==> src/hw/exc_ctl_pkg.sv <==
// Package for the exception state and vector base block: register offsets,
// field positions, reset values and event bit positions.
// Assumes a 32-bit AHB-Lite register slave decoding the low 12 address bits.
package exc_ctl_pkg;

  // ----------------------------------------------------------------------
  // Register offsets (byte addresses within the block)
  // ----------------------------------------------------------------------
  localparam logic [11:0] INTR_CTL_STATE_OFF = 12'h004;
  localparam logic [11:0] VECTOR_BASE_OFF = 12'h008;
  localparam logic [11:0] EVENT_STATUS_OFF = 12'h010;
  localparam logic [11:0] EVENT_MASK_OFF = 12'h014;
  localparam int ADDR_W = 12;

  // ----------------------------------------------------------------------
  // Control and state register fields
  // ----------------------------------------------------------------------
  localparam int DEFER_SET_BIT = 28;
  localparam int DEFER_CLR_BIT = 27;
  localparam int TICK_SET_BIT = 26;
  localparam int TICK_CLR_BIT = 25;
  localparam int TICK_TARGET_BIT = 24;
  localparam int PREEMPT_BIT = 23;
  localparam int EXT_PEND_BIT = 22;
  localparam int PEND_VEC_LSB = 12;
  localparam int ACT_VEC_LSB = 0;
  localparam int VEC_W = 9;

  // ----------------------------------------------------------------------
  // Vector base field and table size limits
  // ----------------------------------------------------------------------
  localparam int BASE_LSB_SMALL = 7;
  localparam int BASE_LSB_MID = 8;
  localparam int BASE_LSB_LARGE = 9;
  localparam int IRQ_LIMIT_SMALL = 47;
  localparam int IRQ_LIMIT_MID = 111;

  // ----------------------------------------------------------------------
  // Reset values
  // ----------------------------------------------------------------------
  localparam logic [31:0] VECTOR_BASE_RESET = 32'h0000_0000;
  localparam logic TICK_TARGET_RESET = 1'b0;
  localparam logic [1:0] PENDING_RESET = 2'h0;

  // ----------------------------------------------------------------------
  // Event status and mask layout
  // ----------------------------------------------------------------------
  localparam int EV_TICK = 0;
  localparam int EV_DEFER = 1;
  localparam int EV_BASE = 2;
  localparam int EV_W = 3;
  localparam logic [EV_W-1:0] EVENT_RESET = 3'h0;

  // Bank indices of the pending copies
  localparam int BANK_S = 0;
  localparam int BANK_NS = 1;

endpackage : exc_ctl_pkg

==> src/hw/exception_state_and_vector_base.sv <==
// Exception control and state register, banked vector table base and an
// event status/mask pair, all behind an AHB-Lite slave with zero-wait writes and one-wait reads.
// Assumes the core supplies preempt, pending and active vector state, the
// security of each access, and pulses when tick/deferred exceptions occur.
//
// The address map and the AHB-Lite interface to the registers were left to the implementer.
`timescale 1ns/1ps
`default_nettype none

module exception_state_and_vector_base #(
  parameter int NUM_TICK_TIMERS = 1,
  parameter bit SECURITY_EXT = 1'b1,
  parameter bit DEBUG_EXT = 1'b1,
  parameter int NUM_IRQ = 32
) (
  // Clock and reset
  input wire logic sys_clk,
  input wire logic rst,
  // AHB-Lite slave
  input wire logic hsel,
  input wire logic [31:0] haddr,
  input wire logic [1:0] htrans,
  input wire logic hwrite,
  input wire logic [2:0] hsize,
  input wire logic [31:0] hwdata,
  input wire logic hready,
  output logic hreadyout,
  output logic hresp,
  output logic [31:0] hrdata,
  // Security of the access in its address phase
  input wire logic access_nonsecure,
  // Core exception state
  input wire logic preempt_indication,
  input wire logic external_pending_indication,
  input wire logic [exc_ctl_pkg::VEC_W-1:0] pending_vector_number,
  input wire logic [exc_ctl_pkg::VEC_W-1:0] active_vector_number,
  // Hardware pend and acknowledge pulses, index 0 secure, 1 non-secure
  input wire logic [1:0] tick_fire,
  input wire logic [1:0] tick_taken,
  input wire logic [1:0] deferred_taken,
  // Exception state to the core
  output logic [1:0] tick_pending,
  output logic [1:0] deferred_pending,
  output logic tick_target_nonsecure,
  output logic [31:0] secure_vector_base_copy,
  output logic [31:0] nonsecure_vector_base_copy,
  // Interrupt
  output logic irq
);
  import exc_ctl_pkg::*;

  // ----------------------------------------------------------------------
  // Vector base field width
  // ----------------------------------------------------------------------
  // Mask of implemented table base bits, bigger tables need coarser alignment
  function automatic logic [31:0] base_mask(input int irqs);
    logic [31:0] m;
    m = '1;
    if (irqs <= IRQ_LIMIT_SMALL) begin
      m = m << BASE_LSB_SMALL;
    end else if (irqs <= IRQ_LIMIT_MID) begin
      m = m << BASE_LSB_MID;
    end else begin
      m = m << BASE_LSB_LARGE;
    end
    return m;
  endfunction : base_mask

  localparam logic [31:0] BASE_MASK = base_mask(NUM_IRQ);

  // ----------------------------------------------------------------------
  // Bus phase tracking
  // ----------------------------------------------------------------------
  logic ph_valid;
  logic ph_write;
  logic ph_ns;
  logic [ADDR_W-1:0] ph_addr;
  logic rd_done;
  logic [EV_W-1:0] ev_status;
  logic [EV_W-1:0] ev_mask;
  logic addr_take;

  // Reads spend one wait cycle so hrdata comes from a flop and sees writes
  assign hreadyout = !(ph_valid && !ph_write) || rd_done;
  assign hresp = 1'b0;
  assign addr_take = hsel && htrans[1] && hready;

  // Address phase capture
  always_ff @(posedge sys_clk or posedge rst) begin
    if (rst) begin
      ph_valid <= 1'b0;
      ph_write <= 1'b0;
      ph_ns <= 1'b0;
      ph_addr <= '0;
    end else if (hready) begin
      ph_valid <= addr_take;
      ph_write <= hwrite;
      ph_ns <= access_nonsecure && SECURITY_EXT;
      ph_addr <= haddr[ADDR_W-1:0];
    end
  end

  // ----------------------------------------------------------------------
  // Access qualification
  // ----------------------------------------------------------------------
  logic wr_ics;
  logic wr_base;
  logic wr_mask;
  logic rd_cap;
  logic bank;
  logic tick_ok;
  logic tick_idx;
  logic target_ok;

  assign wr_ics = ph_valid && ph_write && ph_addr == INTR_CTL_STATE_OFF;
  assign wr_base = ph_valid && ph_write && ph_addr == VECTOR_BASE_OFF;
  assign wr_mask = ph_valid && ph_write && ph_addr == EVENT_MASK_OFF;
  assign rd_cap = ph_valid && !ph_write && !rd_done;
  assign bank = ph_ns;

  // Which tick copy the access reaches, and whether it reaches one at all
  always_comb begin
    tick_ok = 1'b0;
    tick_idx = BANK_S[0];
    target_ok = 1'b0;
    if (NUM_TICK_TIMERS == 2) begin
      tick_ok = 1'b1;
      tick_idx = bank;
    // non-secure blocked while timer is secure
    end else if (NUM_TICK_TIMERS == 1) begin
      tick_ok = !bank || tick_target_nonsecure;
      tick_idx = BANK_S[0];
    end
    // target bit only from secure, single timer, security present
    target_ok = SECURITY_EXT && NUM_TICK_TIMERS == 1 && !bank;
  end

  // ----------------------------------------------------------------------
  // Software set and clear requests
  // ----------------------------------------------------------------------
  logic tick_sw_set;
  logic tick_sw_clr;
  logic [1:0] tick_hw_set;
  logic defer_sw_set;
  logic defer_sw_clr;
  logic [1:0] next_tick_pending;
  logic [1:0] next_deferred_pending;

  assign tick_sw_set = wr_ics && tick_ok && hwdata[TICK_SET_BIT];
  assign tick_sw_clr = wr_ics && tick_ok && hwdata[TICK_CLR_BIT];
  assign defer_sw_set = wr_ics && hwdata[DEFER_SET_BIT];
  assign defer_sw_clr = wr_ics && hwdata[DEFER_CLR_BIT];
  // Single timer drives copy 0 from whichever fire line is in use
  assign tick_hw_set = (NUM_TICK_TIMERS == 2) ? tick_fire :
                       (NUM_TICK_TIMERS == 1) ? {1'b0, |tick_fire} : 2'b00;

  // Pending next values; any set beats a clear in the same cycle
  always_comb begin
    next_tick_pending = tick_pending;
    next_deferred_pending = deferred_pending;
    for (int i = 0; i < 2; i++) begin
      // clear by write or by exception entry
      if ((tick_sw_clr && tick_idx == i[0]) || tick_taken[i]) begin
        next_tick_pending[i] = 1'b0;
      end
      // set by write or timer, set wins
      if ((tick_sw_set && tick_idx == i[0]) || tick_hw_set[i]) begin
        next_tick_pending[i] = 1'b1;
      end
      // deferred clear then set, banked by access
      if ((defer_sw_clr && bank == i[0]) || deferred_taken[i]) begin
        next_deferred_pending[i] = 1'b0;
      end
      if (defer_sw_set && bank == i[0]) begin
        next_deferred_pending[i] = 1'b1;
      end
    end
    if (NUM_TICK_TIMERS < 2) begin
      next_tick_pending[BANK_NS] = 1'b0;
    end
    if (NUM_TICK_TIMERS == 0) begin
      next_tick_pending[BANK_S] = 1'b0;
    end
    if (!SECURITY_EXT) begin
      next_deferred_pending[BANK_NS] = 1'b0;
    end
  end

  // Pending state
  always_ff @(posedge sys_clk or posedge rst) begin
    if (rst) begin
      tick_pending <= PENDING_RESET;
      deferred_pending <= PENDING_RESET;
    end else begin
      tick_pending <= next_tick_pending;
      deferred_pending <= next_deferred_pending;
    end
  end

  // tick target bit, secure writes only
  always_ff @(posedge sys_clk or posedge rst) begin
    if (rst) begin
      tick_target_nonsecure <= TICK_TARGET_RESET;
    end else if (wr_ics && target_ok) begin
      tick_target_nonsecure <= hwdata[TICK_TARGET_BIT];
    end
  end

  // ----------------------------------------------------------------------
  // Vector table base copies
  // ----------------------------------------------------------------------
  // each security state writes its own copy
  always_ff @(posedge sys_clk or posedge rst) begin
    if (rst) begin
      secure_vector_base_copy <= VECTOR_BASE_RESET;
      nonsecure_vector_base_copy <= VECTOR_BASE_RESET;
    end else if (wr_base) begin
      // low bits below the field are never stored
      if (bank) begin
        nonsecure_vector_base_copy <= hwdata & BASE_MASK;
      end else begin
        secure_vector_base_copy <= hwdata & BASE_MASK;
      end
    end
  end

  // ----------------------------------------------------------------------
  // Read data
  // ----------------------------------------------------------------------
  logic [31:0] rd_value;

  // Fields assembled per bank; everything not listed reads zero
  always_comb begin
    rd_value = '0;
    case (ph_addr)
      INTR_CTL_STATE_OFF: begin
        rd_value[DEFER_SET_BIT] = deferred_pending[bank];
        // tick pending visible only where accessible
        rd_value[TICK_SET_BIT] = tick_ok && tick_pending[tick_idx];
        rd_value[TICK_TARGET_BIT] = target_ok && tick_target_nonsecure;
        rd_value[PREEMPT_BIT] = DEBUG_EXT && preempt_indication;
        rd_value[EXT_PEND_BIT] = DEBUG_EXT && external_pending_indication;
        // pending vector straight from the core, active vector only with debug
        rd_value[PEND_VEC_LSB +: VEC_W] = pending_vector_number;
        rd_value[ACT_VEC_LSB +: VEC_W] = DEBUG_EXT ? active_vector_number : '0;
      end
      // base of the accessing bank, low bits zero
      VECTOR_BASE_OFF: begin
        rd_value = bank ? nonsecure_vector_base_copy : secure_vector_base_copy;
      end
      EVENT_STATUS_OFF: begin
        rd_value[EV_W-1:0] = ev_status;
      end
      EVENT_MASK_OFF: begin
        rd_value[EV_W-1:0] = ev_mask;
      end
      default: begin
        rd_value = '0;
      end
    endcase
  end

  // Read data flop and wait-state tracking
  always_ff @(posedge sys_clk or posedge rst) begin
    if (rst) begin
      hrdata <= '0;
      rd_done <= 1'b0;
    end else begin
      if (rd_cap) begin
        hrdata <= rd_value;
      end
      if (hready) begin
        rd_done <= 1'b0;
      end else if (rd_cap) begin
        rd_done <= 1'b1;
      end
    end
  end

  // ----------------------------------------------------------------------
  // Event status, mask and interrupt
  // ----------------------------------------------------------------------
  logic [EV_W-1:0] ev_set;
  logic base_write_ev;

  assign base_write_ev = wr_base;
  assign ev_set[EV_TICK] = |(next_tick_pending & ~tick_pending);
  assign ev_set[EV_DEFER] = |(next_deferred_pending & ~deferred_pending);
  assign ev_set[EV_BASE] = base_write_ev;

  // Sticky status, cleared by a read of it; a new event outlives the read
  always_ff @(posedge sys_clk or posedge rst) begin
    if (rst) begin
      ev_status <= EVENT_RESET;
    end else if (rd_cap && ph_addr == EVENT_STATUS_OFF) begin
      ev_status <= ev_set;
    end else begin
      ev_status <= ev_status | ev_set;
    end
  end

  // Mask register
  always_ff @(posedge sys_clk or posedge rst) begin
    if (rst) begin
      ev_mask <= EVENT_RESET;
    end else if (wr_mask) begin
      ev_mask <= hwdata[EV_W-1:0];
    end
  end

  assign irq = |(ev_status & ev_mask);

  // ----------------------------------------------------------------------
  // Checks
  // ----------------------------------------------------------------------
  chk_tick_set_pends: assert property (
    @(posedge sys_clk) disable iff (rst)
    tick_sw_set |=> tick_pending[$past(tick_idx)])
    else $error("tick set-pending write did not pend");

  chk_tick_clear_pend: assert property (
    @(posedge sys_clk) disable iff (rst)
    tick_sw_clr && !tick_sw_set && !(|tick_hw_set) |=> !tick_pending[$past(tick_idx)])
    else $error("tick clear-pending write did not clear");

  chk_tick_ns_block: assert property (
    @(posedge sys_clk) disable iff (rst)
    wr_ics && bank && NUM_TICK_TIMERS == 1 && !tick_target_nonsecure && !(|tick_fire)
      && !(|tick_taken) |=> tick_pending == $past(tick_pending))
    else $error("non-secure write reached secure tick timer");

  chk_target_write: assert property (
    @(posedge sys_clk) disable iff (rst)
    wr_ics && target_ok |=> tick_target_nonsecure == $past(hwdata[TICK_TARGET_BIT]))
    else $error("tick target bit not written");

  chk_target_ns_wi: assert property (
    @(posedge sys_clk) disable iff (rst)
    wr_ics && bank |=> $stable(tick_target_nonsecure))
    else $error("tick target changed by non-secure write");

  chk_defer_set_pends: assert property (
    @(posedge sys_clk) disable iff (rst)
    defer_sw_set |=> deferred_pending[$past(bank)])
    else $error("deferred set-pending write did not pend");

  chk_base_low_zero: assert property (
    @(posedge sys_clk) disable iff (rst)
    ((secure_vector_base_copy | nonsecure_vector_base_copy) & ~BASE_MASK) == '0)
    else $error("unimplemented vector base bits set");

  chk_base_bank_select: assert property (
    @(posedge sys_clk) disable iff (rst)
    wr_base && bank |=> nonsecure_vector_base_copy == ($past(hwdata) & BASE_MASK)
      && $stable(secure_vector_base_copy))
    else $error("non-secure base write went to the wrong copy");

  chk_read_preempt: assert property (
    @(posedge sys_clk) disable iff (rst)
    rd_cap && ph_addr == INTR_CTL_STATE_OFF |=>
      hrdata[PREEMPT_BIT] == (DEBUG_EXT && $past(preempt_indication)) && hreadyout)
    else $error("preempt indication read back wrong");

endmodule : exception_state_and_vector_base

`default_nettype wire
==> config.mk <==
export PLATFORM = sky130hd
export DESIGN_NAME = exception_state_and_vector_base
export DESIGN_NICKNAME = d
export VERILOG_FILES = /design/src/hw/exc_ctl_pkg.sv /design/src/hw/exception_state_and_vector_base.sv
export SDC_FILE = /design/constraint.sdc
export NUM_CORES = 1
export LEC_CHECK = 0
export BUFFER_PORTS_ARGS = -buffer_cell sky130_fd_sc_hd__buf_4
export CAP_MARGIN = 20
export CORE_MARGIN = 1.5
export CORE_UTILIZATION = 52
export DETAILED_ROUTE_END_ITERATION = 12
export PLACE_DENSITY = 0.84
export RECOVER_POWER = 100
export SLEW_MARGIN = 10
export SYNTH_ARGS = -nofsm -noshare
export SYNTH_HDL_FRONTEND = slang
export SYNTH_SLANG_ARGS = --single-unit
==> constraint.sdc <==
create_clock -name sys_clk -period 5.7 [get_ports sys_clk]
set_input_delay 0.855 -clock sys_clk [delete_from_list [all_inputs] [get_ports sys_clk]]
set_output_delay 0.855 -clock sys_clk [all_outputs]
set_load 0.005 [all_outputs]
==> flow_summary.json <==
{
  "worst_pin_slew_ps": 2030,
  "critical_path.top_delay_family": "flip-flops",
  "grt_pass1_wl_um": 18100,
  "yosys.area_share.adder": 0,
  "seq_power_share": 0.577,
  "synth_most_common_cell": "dfrtp_1",
  "cp_max_fo": 30,
  "grt_max_degree": 63,
  "diodes": 0,
  "synth_cell_types": 46,
  "vias": 3494,
  "violations": "max-capacitance violations, max-slew violations",
  "clk_root_buffer_cell": "clkbuf_8",
  "cp.required_ps": 5940,
  "drc": 0,
  "intPower_mw": 1.04,
  "grt_pass1_vias": 3638,
  "grt_use_total": 0.232,
  "hold_class": "register to register",
  "start_util": 0.533,
  "yosys.area_share.simple": 0.0785,
  "seq_area_frac_synth": 0.554,
  "finalCritPeriodShare": 0.643,
  "path_cells": "inv_1 > or2_0 > mux2_1",
  "hp-start": "hrdata[11]",
  "fill_cells": 721,
  "crit_path_start_kind": "register",
  "syn2layout_area_growth_pct": 23.9,
  "wire_per_inst_um": 17.7,
  "slew_headroom": -0.354,
  "clock_latency_ps": 360,
  "first_pass_iters": 5,
  "port_buffers": 159,
  "numCtsBuffers": 9,
  "antenna_found_initial": 0,
  "synth_top_family_by_area": "multiplexers",
  "netlist.area_leader.share": 0.554,
  "core_sq_um": 9150,
  "numClockSinks": 108,
  "worstSetupPathType": "register to register",
  "final.setup.tns_ps": 0,
  "ant_nets": 0,
  "fin_crit_ps": 3670,
  "synth_mux_area_frac": 0.225,
  "power.switching_mw": 0.383,
  "path_clk_slew_ps": 110,
  "finClkSkew_ps": 17.8,
  "ios": 205,
  "synth_area_per_cell_sq_um": 13.3,
  "finalHoldViolations": 0,
  "slowest_stage": "dfrtp_1",
  "drv_slew": 131,
  "clock_path_buffers": 2,
  "p_leak_nw": 2.92,
  "cts.repair.resized": 0,
  "hold_depth": 2,
  "synth_compound_area_frac": 0.0860,
  "timing.rr.start": "bank",
  "peakVddDrop_mv": 0.156,
  "routabilityCongestion": 0.793,
  "post-cts-setup-buffers": 0,
  "dpl_worst_slack_ps": 3200,
  "maxCapViolCount": 5,
  "drive_above_1_share": 0.400,
  "die_y_um": 99.8,
  "sw_frac_of_total": 0.269,
  "ys.flop_type": "dfrtp_1",
  "crit_arrival_ps": 3910,
  "setup_slack_ps": 2030,
  "syn_area_sq_um": 4880,
  "p_per_area_nw_per_um2": 236,
  "rows": 35,
  "rsz0062_at_grt": "no",
  "wl_um": 11300,
  "die_x_um": 99.8,
  "startpoint": "bank",
  "outcome": "finished with violations",
  "ctsHtreeMaxLevel": 3,
  "drtIter0Drc": 115,
  "report.power.total_mw": 1.42,
  "synthXorXnorAreaFrac": 0,
  "grt_remaining_overflow": 0,
  "synth_top_cells_by_count": "108 x dfrtp_1, 46 x mux2_2, 28 x mux2i_1",
  "syn_inst": 367,
  "vias_per_cell": 5.49,
  "yosys.area.top_type": "dfrtp_1",
  "cp-end-kind": "register",
  "die-area_sq_um": 9970,
  "path_depth": 3,
  "combPwrFrac": 0.097,
  "hpwl_um": 7990,
  "synth_seq_cells": 108,
  "power_frac_clock": 0.326,
  "yosysWarnings": 0,
  "critPathBufInv": 1,
  "fmax_mhz": 273,
  "rr_worst_depth": 3,
  "synth-edff-count": 0,
  "setup_viol": 0,
  "slowest_delay_ps": 1510,
  "cts_tree": "yes",
  "synthArstFlopShare": 1.00,
  "finalNetCount": 621,
  "cts_hold_buf": 0,
  "synth_area_leaders": "dfrtp_1 55%, mux2_2 11%, mux2_4 6.2%"
}
-- logic make-up (layout without fill, tap and decap cells) --
logic type | Yosys count | in the layout
DFF | 108 | 108
muxes | 94 | 94
AOI/OAI and AO/OA | 64 | 64
and+or+nand+nor | 59 | 59
buffers and inverters | 41 | 184
other | 1 | 16
-- state kept, by name, summed over array words and instances (netlist names) --
signal and cells:
hrdata 32, nonsecure_vector_base_copy 25, secure_vector_base_copy 25, ph_addr 12
ev_mask 3, ev_status 3, deferred_pending 2, bank 1
ph_valid 1, ph_write 1, rd_done 1, tick_pending 1
tick_target_nonsecure 1
-- worst reg2reg max path, delay by kind of cell, from the launching register on --
| kind | cells | cell delay [ps] |
|---|---|---|
| buf+inv | 1 | 360 |
| flops | 1 | 1510 |
| mux | 1 | 640 |
| simple gates | 1 | 1040 |
-- power by group through the flow --
stage               Sequential [mW]  Combinational, mW  Clock, mW
CTS                           0.822              0.152      0.475
global placement              0.834              0.147          0
finish                        0.821              0.139      0.464
detailed placement            0.837              0.151          0
floorplan                     0.821             0.0930          0
global route                  0.825              0.153      0.502
-- path summary, 6_finish.rpt --
check                                                endpoint  slack [ps]
worst max register to register  nonsecure_vector_base_copy[7]        2030
max in group asynchronous                 deferred_pending[1]        2490
worst min register to register                     hrdata[11]         500
worst min-delay path                               hrdata[11]         500
worst max-delay path            nonsecure_vector_base_copy[7]        2030
min in group asynchronous         secure_vector_base_copy[17]         990
-- cells in the final DEF (no fill, tap or decap), types with 2 or more instances in the layout --
master     count
nand3_1        4
buf_4         69
a21oi_1        4
or4_4          2
o31ai_1        3
o21ai_0       31
or4b_1         2
conb_1        16
mux2i_1       28
a22oi_1       12
and4_1         2
nand2_1       24
mux2_1        18
inv_8          2
clkinv_8       2
inv_1          5
nor2b_1        2
dfrtp_1      108
a22o_1         4
a2bb2oi_1      2
o21ai_2        2
clkbuf_8       9
nand2b_1       4
nor2_1         4
nor3_1         2
clkbuf_1      26
clkbuf_4      66
mux2_2        48
-- metrics by stage --
stage	cells	hold WS (ps)	util	cell area (sq um)
final	636	496	0.660	6040
after global routing	636	533	0.660	6040
after CTS	635	502	0.682	6240
after detailed placement	619	472	0.660	6040
after global placement	619	468	0.660	6040
after floorplan	382	473	-	4930
-- final cells by class --
class / instances / area, sq um / share of cell area
well taps: 111 / 139 / 0.0230
multi-input cells: 233 / 1860 / 0.307
repair buffers: 162 / 1120 / 0.185
inverters: 6 / 23.8 / 0.00394
flip-flops and latches: 108 / 2700 / 0.447
clock buffers: 9 / 124 / 0.0205
clock inverters: 7 / 80.1 / 0.0133
-- routing by layer --
layer	track usage	vias to the layer above	part of all wire
met5	0	-	0
met4	0.0813	0	0.018
met3	0.0682	18	0.065
li1	-	1599	-
met2	0.384	133	0.50
met1	0.292	1744	0.42
Note: power is estimated with default switching activity, not from simulation.
